### src/scwd_pkg.sv
// Package: offsets, field positions, reset values and codes for the config word decoder
package scwd_pkg;
   ////////////////////////////////////////////////////////////////////////////////
   // Register indices; byte address is four times the index
   localparam logic [23:0] SCWD_IDX_SUPERVISOR = 24'h300002; // Supervisor config word
   localparam logic [23:0] SCWD_IDX_WATCHDOG   = 24'h300004; // Watchdog config word
   localparam logic [23:0] SCWD_IDX_CTRL       = 24'h000010; // Software enable bits
   localparam logic [23:0] SCWD_IDX_LOCK       = 24'h000011; // Pin-select lock flag
   localparam logic [23:0] SCWD_IDX_UNLOCK     = 24'h000012; // Unlock key entry
   localparam logic [23:0] SCWD_IDX_STATUS     = 24'h000013; // Decoded state
   localparam int          SCWD_ADDR_W         = 26;         // Byte address width
   ////////////////////////////////////////////////////////////////////////////////
   // Supervisor word field positions
   localparam int SCWD_SUP_EXT_INSTR   = 15; // Extension disable
   localparam int SCWD_SUP_DEBUG       = 13; // Debugger disable
   localparam int SCWD_SUP_STACK_RST   = 12; // Stack fault reset enable
   localparam int SCWD_SUP_ONE_WAY     = 11; // One-way lock policy
   localparam int SCWD_SUP_ZERO_CROSS  = 10; // Zero-cross disable
   localparam int SCWD_SUP_LEVEL_LO    = 8;  // Brown-out level low bit
   localparam int SCWD_SUP_MODE_LO     = 6;  // Brown-out mode low bit
   localparam int SCWD_SUP_LP_BROWNOUT = 5;  // Low-power brown-out off
   localparam int SCWD_SUP_POWERUP     = 1;  // Power-up timer off
   localparam int SCWD_SUP_MASTER_CLEAR_PIN    = 0;  // Master clear pin enable
   localparam logic [15:0] SCWD_SUP_IMPL_MASK = 16'hbfe3; // Implemented bits
   ////////////////////////////////////////////////////////////////////////////////
   // Watchdog word field positions
   localparam int SCWD_WDT_CLK_LO    = 11; // Clock select low bit
   localparam int SCWD_WDT_WINDOW_LO = 8;  // Window select low bit
   localparam int SCWD_WDT_MODE_LO   = 5;  // Mode low bit
   localparam int SCWD_WDT_PERIOD_LO = 0;  // Period select low bit
   localparam logic [15:0] SCWD_WDT_IMPL_MASK = 16'h3f7f; // Implemented bits
   ////////////////////////////////////////////////////////////////////////////////
   // Control and status bit positions
   localparam int SCWD_CTRL_ZC_SW  = 0; // Zero-cross software enable
   localparam int SCWD_CTRL_BO_SW  = 1; // Brown-out software enable
   localparam int SCWD_CTRL_WDT_SW = 2; // Watchdog software enable
   localparam int SCWD_CTRL_CLK_LO = 3; // Software watchdog clock, two bits
   localparam logic [15:0] SCWD_CTRL_MASK  = 16'h001f; // Writable control bits
   localparam logic [15:0] SCWD_CTRL_RESET = 16'h0000; // Control after reset
   localparam int SCWD_STAT_STACK_SEEN = 4; // Sticky stack fault bit
   ////////////////////////////////////////////////////////////////////////////////
   // Unlock keys
   localparam logic [7:0] SCWD_KEY_FIRST  = 8'h55; // First unlock key
   localparam logic [7:0] SCWD_KEY_SECOND = 8'haa; // Second unlock key
   ////////////////////////////////////////////////////////////////////////////////
   // Codes
   typedef enum logic [1:0] {
      SCWD_LVL_2V85 = 2'b00, // 2.85 V trip
      SCWD_LVL_2V70 = 2'b01, // 2.7 V trip
      SCWD_LVL_2V45 = 2'b10, // 2.45 V trip
      SCWD_LVL_1V90 = 2'b11  // 1.90 V trip
   } scwd_level_t;
   typedef enum logic [1:0] {
      SCWD_MODE_OFF    = 2'b00, // Disabled
      SCWD_MODE_SW     = 2'b01, // Software bit decides
      SCWD_MODE_AWAKE  = 2'b10, // On while awake
      SCWD_MODE_ALWAYS = 2'b11  // Always on
   } scwd_mode_t;
   typedef enum logic [1:0] {
      SCWD_CLK_LF31_0 = 2'b00, // 31.0 kHz clock
      SCWD_CLK_MF31_2 = 2'b01, // 31.25 kHz clock
      SCWD_CLK_NONE   = 2'b10  // Watchdog off, no clock
   } scwd_clk_t;
   localparam logic [2:0] SCWD_WCLK_LF = 3'h0; // Config code for 31.0 kHz
   localparam logic [2:0] SCWD_WCLK_MF = 3'h1; // Config code for 31.25 kHz
   localparam logic [2:0] SCWD_WCLK_SW = 3'h7; // Config code for software choice
endpackage : scwd_pkg

### src/scwd_pin_sync.sv
// Three-stage pin synchroniser with agreement filter
module scwd_pin_sync
   import scwd_pkg::*;
(
   input  wire logic ref_clk_in, // System clock
   input  wire logic sys_rst_in, // Synchronous reset, active high
   input  wire logic pin_in,     // Raw pin level
   output logic      level_out   // Filtered level
);
   logic stage1;      // First stage, read only by stage2
   logic stage2;      // Second stage
   logic stage3;      // Third stage
   logic level;       // Accepted level
   logic next_level;  // Next accepted level

   ////////////////////////////////////////////////////////////////////////////////
   // Accept a change once stages two and three agree
   always_comb
   begin
      next_level = level;
      if (stage2 == stage3)
      begin
         next_level = stage3;
      end
   end

   // Stage registers; pin idles high
   always_ff @(posedge ref_clk_in)
   begin
      if (sys_rst_in)
      begin
         stage1 <= 1'b1;
         stage2 <= 1'b1;
         stage3 <= 1'b1;
         level  <= 1'b1;
      end
      else
      begin
         stage1 <= pin_in;
         stage2 <= stage1;
         stage3 <= stage2;
         level  <= next_level;
      end
   end

   assign level_out = level;
endmodule : scwd_pin_sync

### src/scwd_pinsel_lock.sv
// Pin-select lock flag with unlock key sequence and one-way policy
module scwd_pinsel_lock
   import scwd_pkg::*;
(
   input  wire logic       ref_clk_in,          // System clock
   input  wire logic       sys_rst_in,          // Synchronous reset, active high
   input  wire logic       pinsel_one_way_lock, // One-way policy from config
   input  wire logic       key_wr_in,           // Unlock key write strobe
   input  wire logic [7:0] key_in,              // Unlock key value
   input  wire logic       lock_wr_in,          // Lock flag write strobe
   input  wire logic       lock_val_in,         // Requested flag value
   output logic            pinsel_lock_flag,    // Current lock flag
   output logic            armed_out            // Unlock sequence done
);
   typedef enum logic [1:0] {
      SCWD_LK_IDLE  = 2'b00, // Waiting for first key
      SCWD_LK_FIRST = 2'b01, // First key seen
      SCWD_LK_ARMED = 2'b10  // One flag write allowed
   } scwd_lock_st_t;

   scwd_lock_st_t state;      // Key sequence state
   scwd_lock_st_t next_state; // Next key state
   logic          next_flag;  // Next flag value

   ////////////////////////////////////////////////////////////////////////////////
   // Key sequence and flag update
   always_comb
   begin
      next_state = state;
      next_flag  = pinsel_lock_flag;
      case (state)
         SCWD_LK_IDLE:
         begin
            if (key_wr_in && key_in == SCWD_KEY_FIRST)
            begin
               next_state = SCWD_LK_FIRST;
            end
         end
         SCWD_LK_FIRST:
         begin
            if (key_wr_in)
            begin
               next_state = (key_in == SCWD_KEY_SECOND) ? SCWD_LK_ARMED : SCWD_LK_IDLE;
            end
            else if (lock_wr_in)
            begin
               next_state = SCWD_LK_IDLE; // Broken sequence
            end
         end
         SCWD_LK_ARMED:
         begin
            if (lock_wr_in)
            begin
               next_state = SCWD_LK_IDLE;
               // Once set under one-way policy the flag stays set
               if (!(pinsel_one_way_lock && pinsel_lock_flag))
               begin
                  next_flag = lock_val_in;
               end
            end
            else if (key_wr_in)
            begin
               next_state = SCWD_LK_IDLE; // Extra key cancels arming
            end
         end
         default:
         begin
            next_state = SCWD_LK_IDLE;
         end
      endcase
   end

   // State registers
   always_ff @(posedge ref_clk_in)
   begin
      if (sys_rst_in)
      begin
         state            <= SCWD_LK_IDLE;
         pinsel_lock_flag <= 1'b0;
      end
      else
      begin
         state            <= next_state;
         pinsel_lock_flag <= next_flag;
      end
   end

   assign armed_out = (state == SCWD_LK_ARMED);
endmodule : scwd_pinsel_lock

### src/scwd_top.sv
// Supervisor and watchdog config word decoder with register port
// Notes on behaviour
// - Extension bit one selects legacy instruction set
// - Debug bit zero enables background debugger
// - Stack fault resets only when enabled
// - One-way policy: lock flag set once
// - Zero-cross bit one: off until software enables it and the peripheral disable is low; bit zero: always on
// - Level field selects brown-out trip voltage
// - Brown-out mode: always, awake, software, off
// - Low-power brown-out enabled when bit zero
// - Power-up timer enabled when bit zero
// - Low-voltage programming forces master clear pin
// - Watchdog mode: always, awake, software, off
// - Watchdog clock select, reserved codes default
//
// Our own choice: the strobed register port.
module scwd_top
   import scwd_pkg::*;
(
   input  wire logic                   ref_clk_in,             // System clock
   input  wire logic                   sys_rst_in,             // Sync reset, active high
   input  wire logic [15:0]            nvm_supervisor_word_in, // Stored supervisor word
   input  wire logic [15:0]            nvm_watchdog_word_in,   // Stored watchdog word
   input  wire logic                   low_voltage_variant_in, // Variant strap
   input  wire logic                   low_voltage_prog_en_in, // Low-voltage programming
   input  wire logic                   sleep_in,               // Core in Sleep
   input  wire logic                   stack_overflow_in,      // Stack overflow pulse
   input  wire logic                   stack_underflow_in,     // Stack underflow pulse
   input  wire logic                   zero_cross_periph_off_in, // Peripheral disable
   input  wire logic                   shared_reset_pin_in,    // Shared pin, low active
   input  wire logic [SCWD_ADDR_W-1:0] addr_in,                // Byte address
   input  wire logic [15:0]            wr_data_in,             // Write data
   input  wire logic                   wr_in,                  // Write strobe
   input  wire logic                   rd_in,                  // Read strobe
   output logic      [15:0]            rd_data_out,            // Read data, next cycle
   output logic                        ext_instr_disable_out,  // Legacy instruction set
   output logic                        debugger_en_out,        // Debugger enabled
   output logic                        stack_fault_reset_out,  // Reset request pulse
   output logic                        pinsel_lock_flag_out,   // Pin-select locked
   output logic                        pinsel_write_ok_out,    // Pin-select writable
   output logic                        zero_cross_en_out,      // Detector on
   output scwd_level_t                 brownout_level_out,     // Trip level code
   output logic                        brownout_active_out,    // Brown-out armed
   output logic                        lowpower_brownout_en_out, // Low-power armed
   output logic                        powerup_timer_en_out,   // Power-up timer on
   output logic                        master_clear_pin_en_out, // Pin is master clear
   output logic                        master_clear_out,       // Master clear reset
   output logic                        port_pin_data_out,      // Pin as port input
   output logic                        watchdog_active_out,    // Watchdog running
   output scwd_clk_t                   watchdog_clock_out,     // Watchdog clock
   output logic      [2:0]             watchdog_window_sel_out, // Window setting
   output logic      [4:0]             watchdog_period_sel_out  // Period setting
);
   ////////////////////////////////////////////////////////////////////////////////
   // Declarations
   logic [15:0] sup_word;        // Captured supervisor word
   logic [15:0] wdt_word;        // Captured watchdog word
   logic        lv_variant;      // Captured variant strap
   logic [15:0] ctrl;            // Software control bits
   logic [15:0] next_ctrl;       // Next control
   logic        stack_seen;      // Sticky stack fault
   logic        next_stack_seen; // Next sticky stack fault
   logic [15:0] rd_data;         // Registered read data
   logic [15:0] next_rd_data;    // Next read data
   logic        fault_rst;       // Registered reset request
   logic        next_fault_rst;  // Next reset request
   logic        pin_level;       // Filtered shared pin
   logic        port_data;       // Registered port data
   logic        next_port_data;  // Next port data
   logic        master_clear_reset;      // Registered master clear
   logic        next_master_clear_reset; // Next master clear
   logic        lock_flag;       // Pin-select lock flag
   logic        lock_armed;      // Unlock sequence done
   logic        key_wr;          // Unlock key write
   logic        lock_wr;         // Lock flag write
   logic        stack_fault;     // Any stack fault this cycle
   logic        master_clear_func;       // Pin acts as master clear
   scwd_mode_t  bo_mode;         // Brown-out mode field
   scwd_mode_t  wdt_mode;        // Watchdog mode field
   logic [2:0]  wdt_clk_code;    // Watchdog clock field
   logic        bo_active;       // Brown-out armed
   logic        wdt_active;      // Watchdog running
   scwd_clk_t   wdt_clk;         // Decoded watchdog clock
   scwd_level_t bo_level;        // Decoded trip level

   ////////////////////////////////////////////////////////////////////////////////
   // Decode helpers
   // Word index match for a byte address
   function automatic logic scwd_hit(input logic [SCWD_ADDR_W-1:0] a,
                                     input logic [23:0] idx);
      scwd_hit = (a == {idx, 2'b00});
   endfunction : scwd_hit

   // Mode field to enable under Sleep and software bit
   function automatic logic scwd_mode_on(input scwd_mode_t m, input logic slp,
                                         input logic sw);
      case (m)
         SCWD_MODE_ALWAYS: scwd_mode_on = 1'b1;  // Software bit ignored
         SCWD_MODE_AWAKE:  scwd_mode_on = !slp;  // Off in Sleep
         SCWD_MODE_SW:     scwd_mode_on = sw;    // Software decides
         default:          scwd_mode_on = 1'b0;  // Disabled
      endcase
   endfunction : scwd_mode_on

   ////////////////////////////////////////////////////////////////////////////////
   // Capture config words only while reset is held
   always_ff @(posedge ref_clk_in)
   begin
      if (sys_rst_in)
      begin
         sup_word   <= nvm_supervisor_word_in & SCWD_SUP_IMPL_MASK;
         wdt_word   <= nvm_watchdog_word_in & SCWD_WDT_IMPL_MASK;
         lv_variant <= low_voltage_variant_in;
      end
   end

   ////////////////////////////////////////////////////////////////////////////////
   // Static field decode
   assign bo_mode      = scwd_mode_t'(sup_word[SCWD_SUP_MODE_LO +: 2]);
   assign wdt_mode     = scwd_mode_t'(wdt_word[SCWD_WDT_MODE_LO +: 2]);
   assign wdt_clk_code = wdt_word[SCWD_WDT_CLK_LO +: 3];
   assign master_clear_func    = low_voltage_prog_en_in | sup_word[SCWD_SUP_MASTER_CLEAR_PIN];
   assign stack_fault  = stack_overflow_in | stack_underflow_in;

   // Brown-out trip level per variant
   always_comb
   begin
      case (sup_word[SCWD_SUP_LEVEL_LO +: 2])
         2'b00:   bo_level = SCWD_LVL_2V85;
         2'b01:   bo_level = SCWD_LVL_2V70;
         2'b10:   bo_level = SCWD_LVL_2V45;
         default: bo_level = lv_variant ? SCWD_LVL_1V90 : SCWD_LVL_2V45;
      endcase
   end

   // Brown-out and watchdog enables
   assign bo_active  = scwd_mode_on(bo_mode, sleep_in, ctrl[SCWD_CTRL_BO_SW]);
   assign wdt_active = scwd_mode_on(wdt_mode, sleep_in, ctrl[SCWD_CTRL_WDT_SW]);

   // Watchdog clock source
   always_comb
   begin
      if (wdt_mode == SCWD_MODE_OFF)
      begin
         wdt_clk = SCWD_CLK_NONE;
      end
      else if (wdt_clk_code == SCWD_WCLK_MF)
      begin
         wdt_clk = SCWD_CLK_MF31_2;
      end
      else if (wdt_clk_code == SCWD_WCLK_SW)
      begin
         // Software pick; reserved software code falls to 31.0 kHz
         wdt_clk = (ctrl[SCWD_CTRL_CLK_LO +: 2] == 2'b01) ? SCWD_CLK_MF31_2
                                                           : SCWD_CLK_LF31_0;
      end
      else
      begin
         wdt_clk = SCWD_CLK_LF31_0;
      end
   end

   ////////////////////////////////////////////////////////////////////////////////
   // Register port strobes
   assign key_wr  = wr_in && scwd_hit(addr_in, SCWD_IDX_UNLOCK);
   assign lock_wr = wr_in && scwd_hit(addr_in, SCWD_IDX_LOCK);

   // Control writes, sticky fault, read mux; config word writes are ignored
   always_comb
   begin
      next_ctrl       = ctrl;
      next_stack_seen = stack_seen;
      next_rd_data    = 16'h0000;
      if (wr_in && scwd_hit(addr_in, SCWD_IDX_CTRL))
      begin
         next_ctrl = wr_data_in & SCWD_CTRL_MASK;
      end
      if (wr_in && scwd_hit(addr_in, SCWD_IDX_STATUS) && wr_data_in[SCWD_STAT_STACK_SEEN])
      begin
         next_stack_seen = 1'b0; // Write one to clear
      end
      if (stack_fault)
      begin
         next_stack_seen = 1'b1; // Set wins over clear
      end
      if (rd_in)
      begin
         if (scwd_hit(addr_in, SCWD_IDX_SUPERVISOR))
         begin
            next_rd_data = sup_word;
         end
         else if (scwd_hit(addr_in, SCWD_IDX_WATCHDOG))
         begin
            next_rd_data = wdt_word;
         end
         else if (scwd_hit(addr_in, SCWD_IDX_CTRL))
         begin
            next_rd_data = ctrl;
         end
         else if (scwd_hit(addr_in, SCWD_IDX_LOCK))
         begin
            next_rd_data = {15'h0000, lock_flag};
         end
         else if (scwd_hit(addr_in, SCWD_IDX_STATUS))
         begin
            next_rd_data = {11'h000, stack_seen, wdt_active, bo_active,
                            zero_cross_en_out, lock_armed};
         end
      end
   end

   // Stack fault reset request and shared pin function
   always_comb
   begin
      next_fault_rst  = stack_fault && sup_word[SCWD_SUP_STACK_RST];
      next_master_clear_reset = master_clear_func && !pin_level;
      next_port_data  = master_clear_func ? 1'b0 : pin_level;
   end

   // Runtime registers
   always_ff @(posedge ref_clk_in)
   begin
      if (sys_rst_in)
      begin
         ctrl       <= SCWD_CTRL_RESET;
         stack_seen <= 1'b0;
         rd_data    <= 16'h0000;
         fault_rst  <= 1'b0;
         master_clear_reset <= 1'b0;
         port_data  <= 1'b0;
      end
      else
      begin
         ctrl       <= next_ctrl;
         stack_seen <= next_stack_seen;
         rd_data    <= next_rd_data;
         fault_rst  <= next_fault_rst;
         master_clear_reset <= next_master_clear_reset;
         port_data  <= next_port_data;
      end
   end

   ////////////////////////////////////////////////////////////////////////////////
   // Submodules
   scwd_pin_sync u_pin_sync (
      .ref_clk_in (ref_clk_in),
      .sys_rst_in (sys_rst_in),
      .pin_in     (shared_reset_pin_in),
      .level_out  (pin_level)
   );

   scwd_pinsel_lock u_lock (
      .ref_clk_in          (ref_clk_in),
      .sys_rst_in          (sys_rst_in),
      .pinsel_one_way_lock (sup_word[SCWD_SUP_ONE_WAY]),
      .key_wr_in           (key_wr),
      .key_in              (wr_data_in[7:0]),
      .lock_wr_in          (lock_wr),
      .lock_val_in         (wr_data_in[0]),
      .pinsel_lock_flag    (lock_flag),
      .armed_out           (lock_armed)
   );

   ////////////////////////////////////////////////////////////////////////////////
   // Outputs
   assign rd_data_out              = rd_data;
   assign ext_instr_disable_out    = sup_word[SCWD_SUP_EXT_INSTR];
   assign debugger_en_out          = !sup_word[SCWD_SUP_DEBUG];
   assign stack_fault_reset_out    = fault_rst;
   assign pinsel_lock_flag_out     = lock_flag;
   assign pinsel_write_ok_out      = !lock_flag;
   assign zero_cross_en_out        = sup_word[SCWD_SUP_ZERO_CROSS]
                                     ? (ctrl[SCWD_CTRL_ZC_SW] && !zero_cross_periph_off_in)
                                     : 1'b1;
   assign brownout_level_out       = bo_level;
   assign brownout_active_out      = bo_active;
   assign lowpower_brownout_en_out = !sup_word[SCWD_SUP_LP_BROWNOUT];
   assign powerup_timer_en_out     = !sup_word[SCWD_SUP_POWERUP];
   assign master_clear_pin_en_out  = master_clear_func;
   assign master_clear_out         = master_clear_reset;
   assign port_pin_data_out        = port_data;
   assign watchdog_active_out      = wdt_active;
   assign watchdog_clock_out       = wdt_clk;
   assign watchdog_window_sel_out  = wdt_word[SCWD_WDT_WINDOW_LO +: 3];
   assign watchdog_period_sel_out  = wdt_word[SCWD_WDT_PERIOD_LO +: 5];
endmodule : scwd_top

### config.mk
export PLATFORM = sky130hd
export DESIGN_NAME = scwd_top
export DESIGN_NICKNAME = d
export VERILOG_FILES = /design/src/scwd_pkg.sv /design/src/scwd_pin_sync.sv /design/src/scwd_pinsel_lock.sv /design/src/scwd_top.sv
export SDC_FILE = /design/constraint.sdc
export NUM_CORES = 1
export LEC_CHECK = 0
export BUFFER_PORTS_ARGS = -buffer_cell sky130_fd_sc_hd__buf_2
export CAP_MARGIN = 20
export CORE_UTILIZATION = 44
export DETAILED_ROUTE_END_ITERATION = 8
export MAX_ROUTING_LAYER = met4
export PLACE_DENSITY = 0.82
export SYNTH_ARGS = -nofsm -noshare
export SYNTH_HDL_FRONTEND = slang
export SYNTH_SLANG_ARGS = --single-unit
export TNS_END_PERCENT = 30
### constraint.sdc
create_clock -name ref_clk_in -period 2.45 [get_ports ref_clk_in]
set_clock_uncertainty 0.2 [all_clocks]
set_input_delay 0.1225 -clock ref_clk_in [delete_from_list [all_inputs] [get_ports ref_clk_in]]
set_output_delay 0.1225 -clock ref_clk_in [all_outputs]
set_load 0.01 [all_outputs]
Word level (Yosys, flattened, before mapping)
Cells that the tools add are included.
- word-level logic and storage cells: 96
- register bits after elaboration: 58
- output and inout bits: 41
- mux-type cells: 23
- equality and inequality tests: 25
- bitwise logic cells: 4
- reduce and logical (&&, ||, !) cells: 27
- operators by type and width (operator ; number):
    $eq A26 B7 Y1 const B ; 4
    $eq A26 B24 Y1 const B ; 2
    $mux W16 ; 1
    $mux W5 ; 3
    $mux W14 ; 1
    $mux W2 ; 7
    $eq A2 B2 Y1 const B ; 6
    $pmux W2 S3 ; 2
    $eq A2 B1 Y1 const B ; 5
    $logic_and A1 B1 Y1 ; 10
    $eq A8 B7 Y1 const B ; 1
    $eq A8 B8 Y1 const B ; 1
    $logic_not A1 Y1 ; 7
    $mux W1 ; 7
    $logic_not A2 Y1 ; 3
    $pmux W1 S3 ; 2
    $reduce_and A3 Y1 ; 2
    $reduce_or A6 Y1 ; 1
    $reduce_or A2 Y1 ; 2
    $eq A3 B1 Y1 const B ; 1
    $eq A3 B3 Y1 const B ; 1
    $ne A3 B1 Y1 const B ; 1
    $ne A3 B2 Y1 const B ; 1
    $reduce_or A3 Y1 ; 1
    5 further kinds ; 7

Logic depth before layout (Yosys ltp)
Gate-level depths: netlist of the first run.
- depth after elaboration: 8
- gate-level depth with buffers: 7
- mapped depth without buffers: 5

Cells and area by module
A second synthesis of the first run with hierarchy kept.
- cell total of the unflattened synthesis: 205
- area total of the unflattened synthesis: 2377.3 um2
- modules (own cells, without submodules) (module ; seq. area each (um2) ; times used ; cells each ; area an instance (um2)):
    scwd_top ; 1261.2 ; 1 ; 175 ; 2079.5
    scwd_pinsel_lock ; 60.1 ; 1 ; 20 ; 182.7
    scwd_pin_sync ; 80.1 ; 1 ; 10 ; 115.1

Least setup slack after synthesis of the first run
Ideal clock, no wire load.
- path kind: input to register
- from: input addr_in[4]
- to: register ctrl[0]
- setup slack: 0.532 ns
- required time: 2.123 ns
- cell stages on the path: 5
- arrival time: 1.591 ns
- path through: or4b_4 -> or2_4 -> nor4_4 -> mux2i_1 -> nor2_1
- longest elaborated chain between the ends: 2
- RTL lines (what ; RTL line ; text):
    start, declared ; scwd_top.sv:31 ; input wire logic [SCWD_ADDR_W-1:0] addr_in,
    $eq A26 B7 Y1 ; scwd_top.sv:91 ; scwd_hit = (a == {idx, 2'b00});
    $logic_and A1 B1 Y1 ; scwd_top.sv:174 ; if (wr_in && scwd_hit(addr_in, SCWD_IDX_CTRL))
    end signal, assigned ; scwd_top.sv:234 ; ctrl <= next_ctrl;
    end, declared ; scwd_top.sv:59 ; logic [15:0] ctrl;
Every way passes these cells.
A chain may end at the register's enable or synchronous reset.

Worst setup path after layout of the first run
- from: input wr_data_in[4]
- to: register u_lock.state[1]
- longest elaborated chain between the ends: 4
- elaborated cells on any way between the ends: 8
- classes of those cells: eq/ne (3); mux (3); reduce/logical (2)
- RTL lines (what ; RTL line ; text):
    start, declared ; scwd_top.sv:32 ; input wire logic [15:0] wr_data_in,
    $eq A8 B8 Y1 or $eq A8 B7 Y1 (tied branches) ; scwd_pinsel_lock.sv:43, scwd_pinsel_lock.sv:34 ;
    $mux W2 or $logic_and A1 B1 Y1 (tied branches) ; scwd_pinsel_lock.sv:43, scwd_pinsel_lock.sv:34 ;
    $mux W2 or $ne A2 B1 Y1 (tied branches) ; -- ;
    $pmux W2 S3 or $reduce_and A3 Y1 (tied branches) ; -- ;
    end signal, assigned ; scwd_pinsel_lock.sv:83 ; state <= next_state;
    end, declared ; scwd_pinsel_lock.sv:21 ; scwd_lock_st_t state;
Parallel ways exist; a longest one is shown, timed or not.

==> flow_summary.toml, run 1 <==
[status]
outcome = "completed"

[synth]
synth_edf_count = 26
async_flop_share_pct = 0
synth_seq_area_share_pct = 60.7
synthTopCellsByCount = "dfxtp_1, edfxtp_1, nor2_1"
synth_warnings = 0
syn_nets = 287
syn_avg_cell_area_sq_um = 11.4
synth_area_leaders = "edfxtp_1, dfxtp_1, a22oi_1"
synth_top_area_share_pct = 33.8
syn_inst = 202
synth-seq-cells = 57
netlist_area_sq_um = 2310
synth_cell_types = 40
yosysTopAreaCell = "edfxtp_1"
synth_ff_type = "dfxtp_1"
yosysMostFrequentCell = "dfxtp_1"

[pwr]
powerDensity_nw_per_um2 = 607
power_leakage_nw = 1.48
peakVddDrop_v = 0.000451
p_total_mw = 2.09

[global_routing]
grt_overflow = 0
antenna_found_initial = 0
grt_pass1_wl_um = 9870
grt_usage_pct = 25.8
grt_max_degree = 33
grt_pass1_vias = 2187

[layout]
drive_above_1_share_pct = 37.3
antenna_cells = 0
fin_nets = 434
n_fill_cell = 367
fin_area_sq_um = 3450
final_cells = 421
area_growth_pct = 49.4

[critical_path]
cp_data_required_time_ps = 2500
cp-end-kind = "flop"
worstSetupPathType = "input port to flop"
arrival_ps = 2070
ff2ff_setup_slack_ps = 620
startpoint_type = "input port"
crit_fanout = 4

[clock_tree]
cts_tree = "done"
cts_buffers = 9
ctsResizeCount = 0
htreeDepth = 3
clockBufferDepth = 2
cts.sinks = 57
clk_pin_slew_ps = 60
root_buffer = "clkbuf_8"
post-cts-setup-buffers = 0
clk-insertion-delay-late_ps = 330

[floorplan]
dieArea_sq_um = 5540
fp.coreArea_sq_um = 4880
die_y_um = 74.4
io_pins = 126
start_util_pct = 47.3
die_w_um = 74.4
num_rows = 25

[drt]
vias = 2142
finalWirelength_um = 6540
route.detailed.drc = 0
avgViaCountPerCell = 5.09
dr.pass1.iters = 4
post_drt_wl_per_cell_um = 15.5
ant_nets = 0
drt_iter0_markers = 112

[timing]
period_needed_ps = 2020
rsz0062_at_grt = "no"
max_slew.worst_pin.slew_ps = 531
final_max_slew_viol_count = 0
hold_violations = 0
slew_headroom_pct = 64.4
tns_ps = 0
fin_crit_sh_pct = 82.4
setup_violations = 0
timing.fmax_mhz = 495

[placed_design]
dp_hpwl_um = 4050
io_buffers = 109
place_congestion = 0.829
dp_cells = 365
place_area_sq_um = 2870

[job]
cap_violations = 0

[worst_hold_path]
hold_path_class = "input port to flop"
registers in the layout, indices dropped and copies added, names as in the netlist:
signal / flops
u_pin_sync.stage3: 1
u_pin_sync.stage2: 1
u_lock.pinsel_lock_flag: 1
stack_fault_reset_out: 1
sup_word: 12
lv_variant: 1
rd_data_out: 15
u_pin_sync.stage1: 1
port_pin_data_out: 1
u_pin_sync.level_out: 1
master_clear_out: 1
ctrl: 5
u_lock.state: 2
stack_seen: 1
wdt_word: 13
power by group:
group | internal [mW] | switching [mW] | leakage, nW
registers | 1.04 | 0.0247 | 0.505
logic | 0.119 | 0.0976 | 0.880
clock network | 0.464 | 0.350 | 0.0918
cell type report:
cell class	instances	area, sq um	share of cell area (%)
Sequential cell	57	1400	40.6
Inverter	11	41.3	1.20
Multi-Input combinational cell	118	774	22.5
Timing Repair Buffer	152	968	28.1
Clock inverter	4	43.8	1.27
Clock buffer	12	135	3.92
Tap cell	67	83.8	2.43
critical path, stage by stage:
cell           delay, ps
dlygate4sd3_1        550
buf_2                170
nor4bb_1             370
nand4_1              160
dlygate4sd3_1        570
o21ai_0              130
per-layer routing:
metal | GRT usage (%) | share of wire (%)
met5 | - | 0
met4 | 13.0 | 2.4
met3 | 4.88 | 5.4
met2 | 46.9 | 53
met1 | 26.1 | 39
path summary, 6_finish.rpt:
| kind | from | endpoint | cells past startpoint |
|---|---|---|---|
| hold reg to reg | u_pin_sync.stage1 | u_pin_sync.stage2 | 1 |
| setup / recovery | wr_data_in[4] | u_lock.state[1] | 6 |
| setup reg to reg | u_lock.state[0] | u_lock.state[1] | 4 |
| hold / removal | sys_rst_in | wdt_word[9] | 1 |
cell families (layout without fill, tap and decap cells):
| logic type | count (synthesis) | in the layout | synth area share, % |
|---|---|---|---|
| AO/OA/AOI/OAI | 36 | 36 | 10.6 |
| XOR/XNOR | 1 | 1 | 0.379 |
| buffers and inverters | 27 | 179 | 5.96 |
| flip-flops | 57 | 57 | 60.7 |
| multiplexers | 6 | 6 | 2.60 |
| other | 1 | 1 | 0.162 |
| AND/OR/NAND/NOR | 74 | 74 | 19.6 |
stage by stage:
stage | utilization (%) | setup WS (ps) | hold slack, ps
floorplan | - | 532 | 21.4
global placement | 58.8 | 304 | 99.0
detailed placement | 58.8 | 275 | 101
CTS | 70.9 | 98.7 | 3.45
global route | 70.7 | 294 | 25.2
finish | 70.7 | 431 | 14.5
repair_timing:
action,in CTS,in global routing
endpoints found under the hold margin,41,0
setup endpoints to repair,0,1
hold buffers,41,0
placed cells by master, fill, tap and decap left out, types with 6 or more instances in the layout:
cell type	instances
dfxtp_1	31
buf_2	109
nor3b_1	7
clkbuf_8	9
inv_1	11
edfxtp_1	26
mux2i_1	6
dlygate4sd3_1	40
nor2_1	18
a22oi_1	11
a21oi_1	7
nor3_1	6
o21ai_0	8
(Power assumes the default switching activity.)
==> inputs of run 2 (changes only) <==
==> constraint.sdc (replaced) <==
create_clock -name ref_clk_in -period 2 [get_ports ref_clk_in]
set_clock_uncertainty 0.2 [all_clocks]
set_input_delay 0.1 -clock ref_clk_in [delete_from_list [all_inputs] [get_ports ref_clk_in]]
set_output_delay 0.1 -clock ref_clk_in [all_outputs]
set_load 0.01 [all_outputs]
==> flow_summary.toml, run 2 (synthesis results as in run 1) <==
[timing]
hold_violations = 0
period_needed_ps = 1890
fin_hold_ws_ps = 26.1
setup_violations = 0
timing.fmax_mhz = 530
fin_crit_sh_pct = 94.4
final_max_slew_viol_count = 0
slew_headroom_pct = 66.2
max_slew.worst_pin.slew_ps = 507
rsz0062_at_grt = "no"
tns_ps = 0

[drt]
drt-met1-wl_um = 2560
top_layer = "met4"
finalWirelength_um = 6420
dr.pass1.iters = 4
ant_nets = 0
post_drt_wl_per_cell_um = 15.0
avgViaCountPerCell = 4.96
drt_iter0_markers = 141
route.detailed.drc = 0
vias = 2120
met3_wirelength_um = 392
met2WireLength_um = 3370

[layout]
n_fill_cell = 354
final_cell_mix = "buf_2, dlygate4sd3_1, dfxtp_1"
fin_nets = 440
drive_above_1_share_pct = 38.9
largest_reg_flops = 15
antenna_cells = 0
area_growth_pct = 52.1
fin_area_sq_um = 3510
fin_util_pct = 71.9
final_common_cell = "buf_2"
final_cells = 427

[global_routing]
antenna_found_initial = 0
grt_pass1_wl_um = 9520
grt_pass1_vias = 2137
grt_usage_pct = 25.1
grt_max_degree = 28
grt_overflow = 0

[clock_tree]
cts.sinks = 57
clk-insertion-delay-late_ps = 330
cts_buffers = 9
cts_tree = "done"
post-cts-setup-buffers = 0
clockBufferDepth = 2
root_buffer = "clkbuf_8"
clk_pin_slew_ps = 70
htreeDepth = 3

[floorplan]
dieArea_sq_um = 5540
start_util_pct = 47.3
die_y_um = 74.4
die_w_um = 74.4
io_pins = 126
num_rows = 25
fp.coreArea_sq_um = 4880

[placed_design]
place_congestion = 0.794
dp_cells = 369
dp_hpwl_um = 3940
io_buffers = 109
place_area_sq_um = 2900

[critical_path]
crit_cells = 7
worstSetupPathType = "input port to flop"
cp_num_buf_inv = 3
startpoint_type = "input port"
path_common_cell = "dlygate4sd3_1"
arrival_ps = 1950
max_stage_delay_ps = 560
cp-end-kind = "flop"
cp_data_required_time_ps = 2060
crit_slowest_cell = "dlygate4sd3_1"
reg2reg_depth = 5
crit_path_cell_trace = "dlygate4sd3_1 > buf_2 > nor2b_2 > nor3b_1 > nand4_1 > dlygate4sd3_1 > o21ai_0"
critPathTopFamily = "buffers and inverters"
crit_fanout = 6

[pwr]
powerDensity_nw_per_um2 = 737
peakVddDrop_v = 0.000562
power_leakage_nw = 1.51

[worst_hold_path]
hold_depth = 4
hold_path_class = "input port to flop"

[job]
cap_violations = 0

[status]
outcome = "completed"
run 2: cell count changes in the layout (fill, tap and decap cells not counted), sizes merged:
cell / previous run / this run
clkbuf: 12 / 10
buf: 112 / 116
dlygate4sd3: 40 / 42
clkinvlp: 0 / 2
run 2: per-stage QoR:
step	power, mW	worst slack (ps)
after detailed placement	1.53	-78.3
after global placement	1.52	-44.3
after CTS	2.60	45.6
final	2.59	112
after floorplan	1.41	104
after global routing	2.69	10.0
run 2: layer usage:
layer | track usage [%] | vias up
met5 | - | -
met4 | 13.0 | 0
met3 | 5.83 | 12
met2 | 44.2 | 97
met1 | 26.0 | 976
li1 | - | 1035
run 2: timing repair:
action,CTS,global route
hold endpoints to repair,41,0
gates resized for setup,0,2
hold buffers,42,0
endpoints found under the setup margin,0,8
run 2: power breakdown:
part	switching, mW	internal, mW
combinational	0.122	0.151
clock	0.449	0.566
sequential	0.0282	1.27
total	0.599	1.99
run 2: path summary, 6_finish.rpt:
kind / from / to / slack (ps)
min reg2reg: u_pin_sync.stage1 / u_pin_sync.stage2 / 230
max reg2reg: u_lock.state[0] / rd_data_out[0] / 280
max: addr_in[2] / u_lock.state[0] / 110
min: addr_in[3] / u_lock.pinsel_lock_flag / 30
run 2: worst register-to-register path, cell delays in order (launching register included):
cell,delay [ps]
dfxtp_1,340
and3b_1,210
o21ai_0,100
a2111oi_0,440
o32ai_1,200
a21oi_1,160
run 2: layout make-up:
cell class	instances	area, sq um	share of cell area, %
multi-input cells	118	779	22.2
repair buffers	158	1020	29.0
clock buffers	10	128	3.64
flip-flops and latches	57	1400	39.9
clock inverters	6	58.8	1.67
inverters	11	41.3	1.18
well taps	67	83.8	2.39
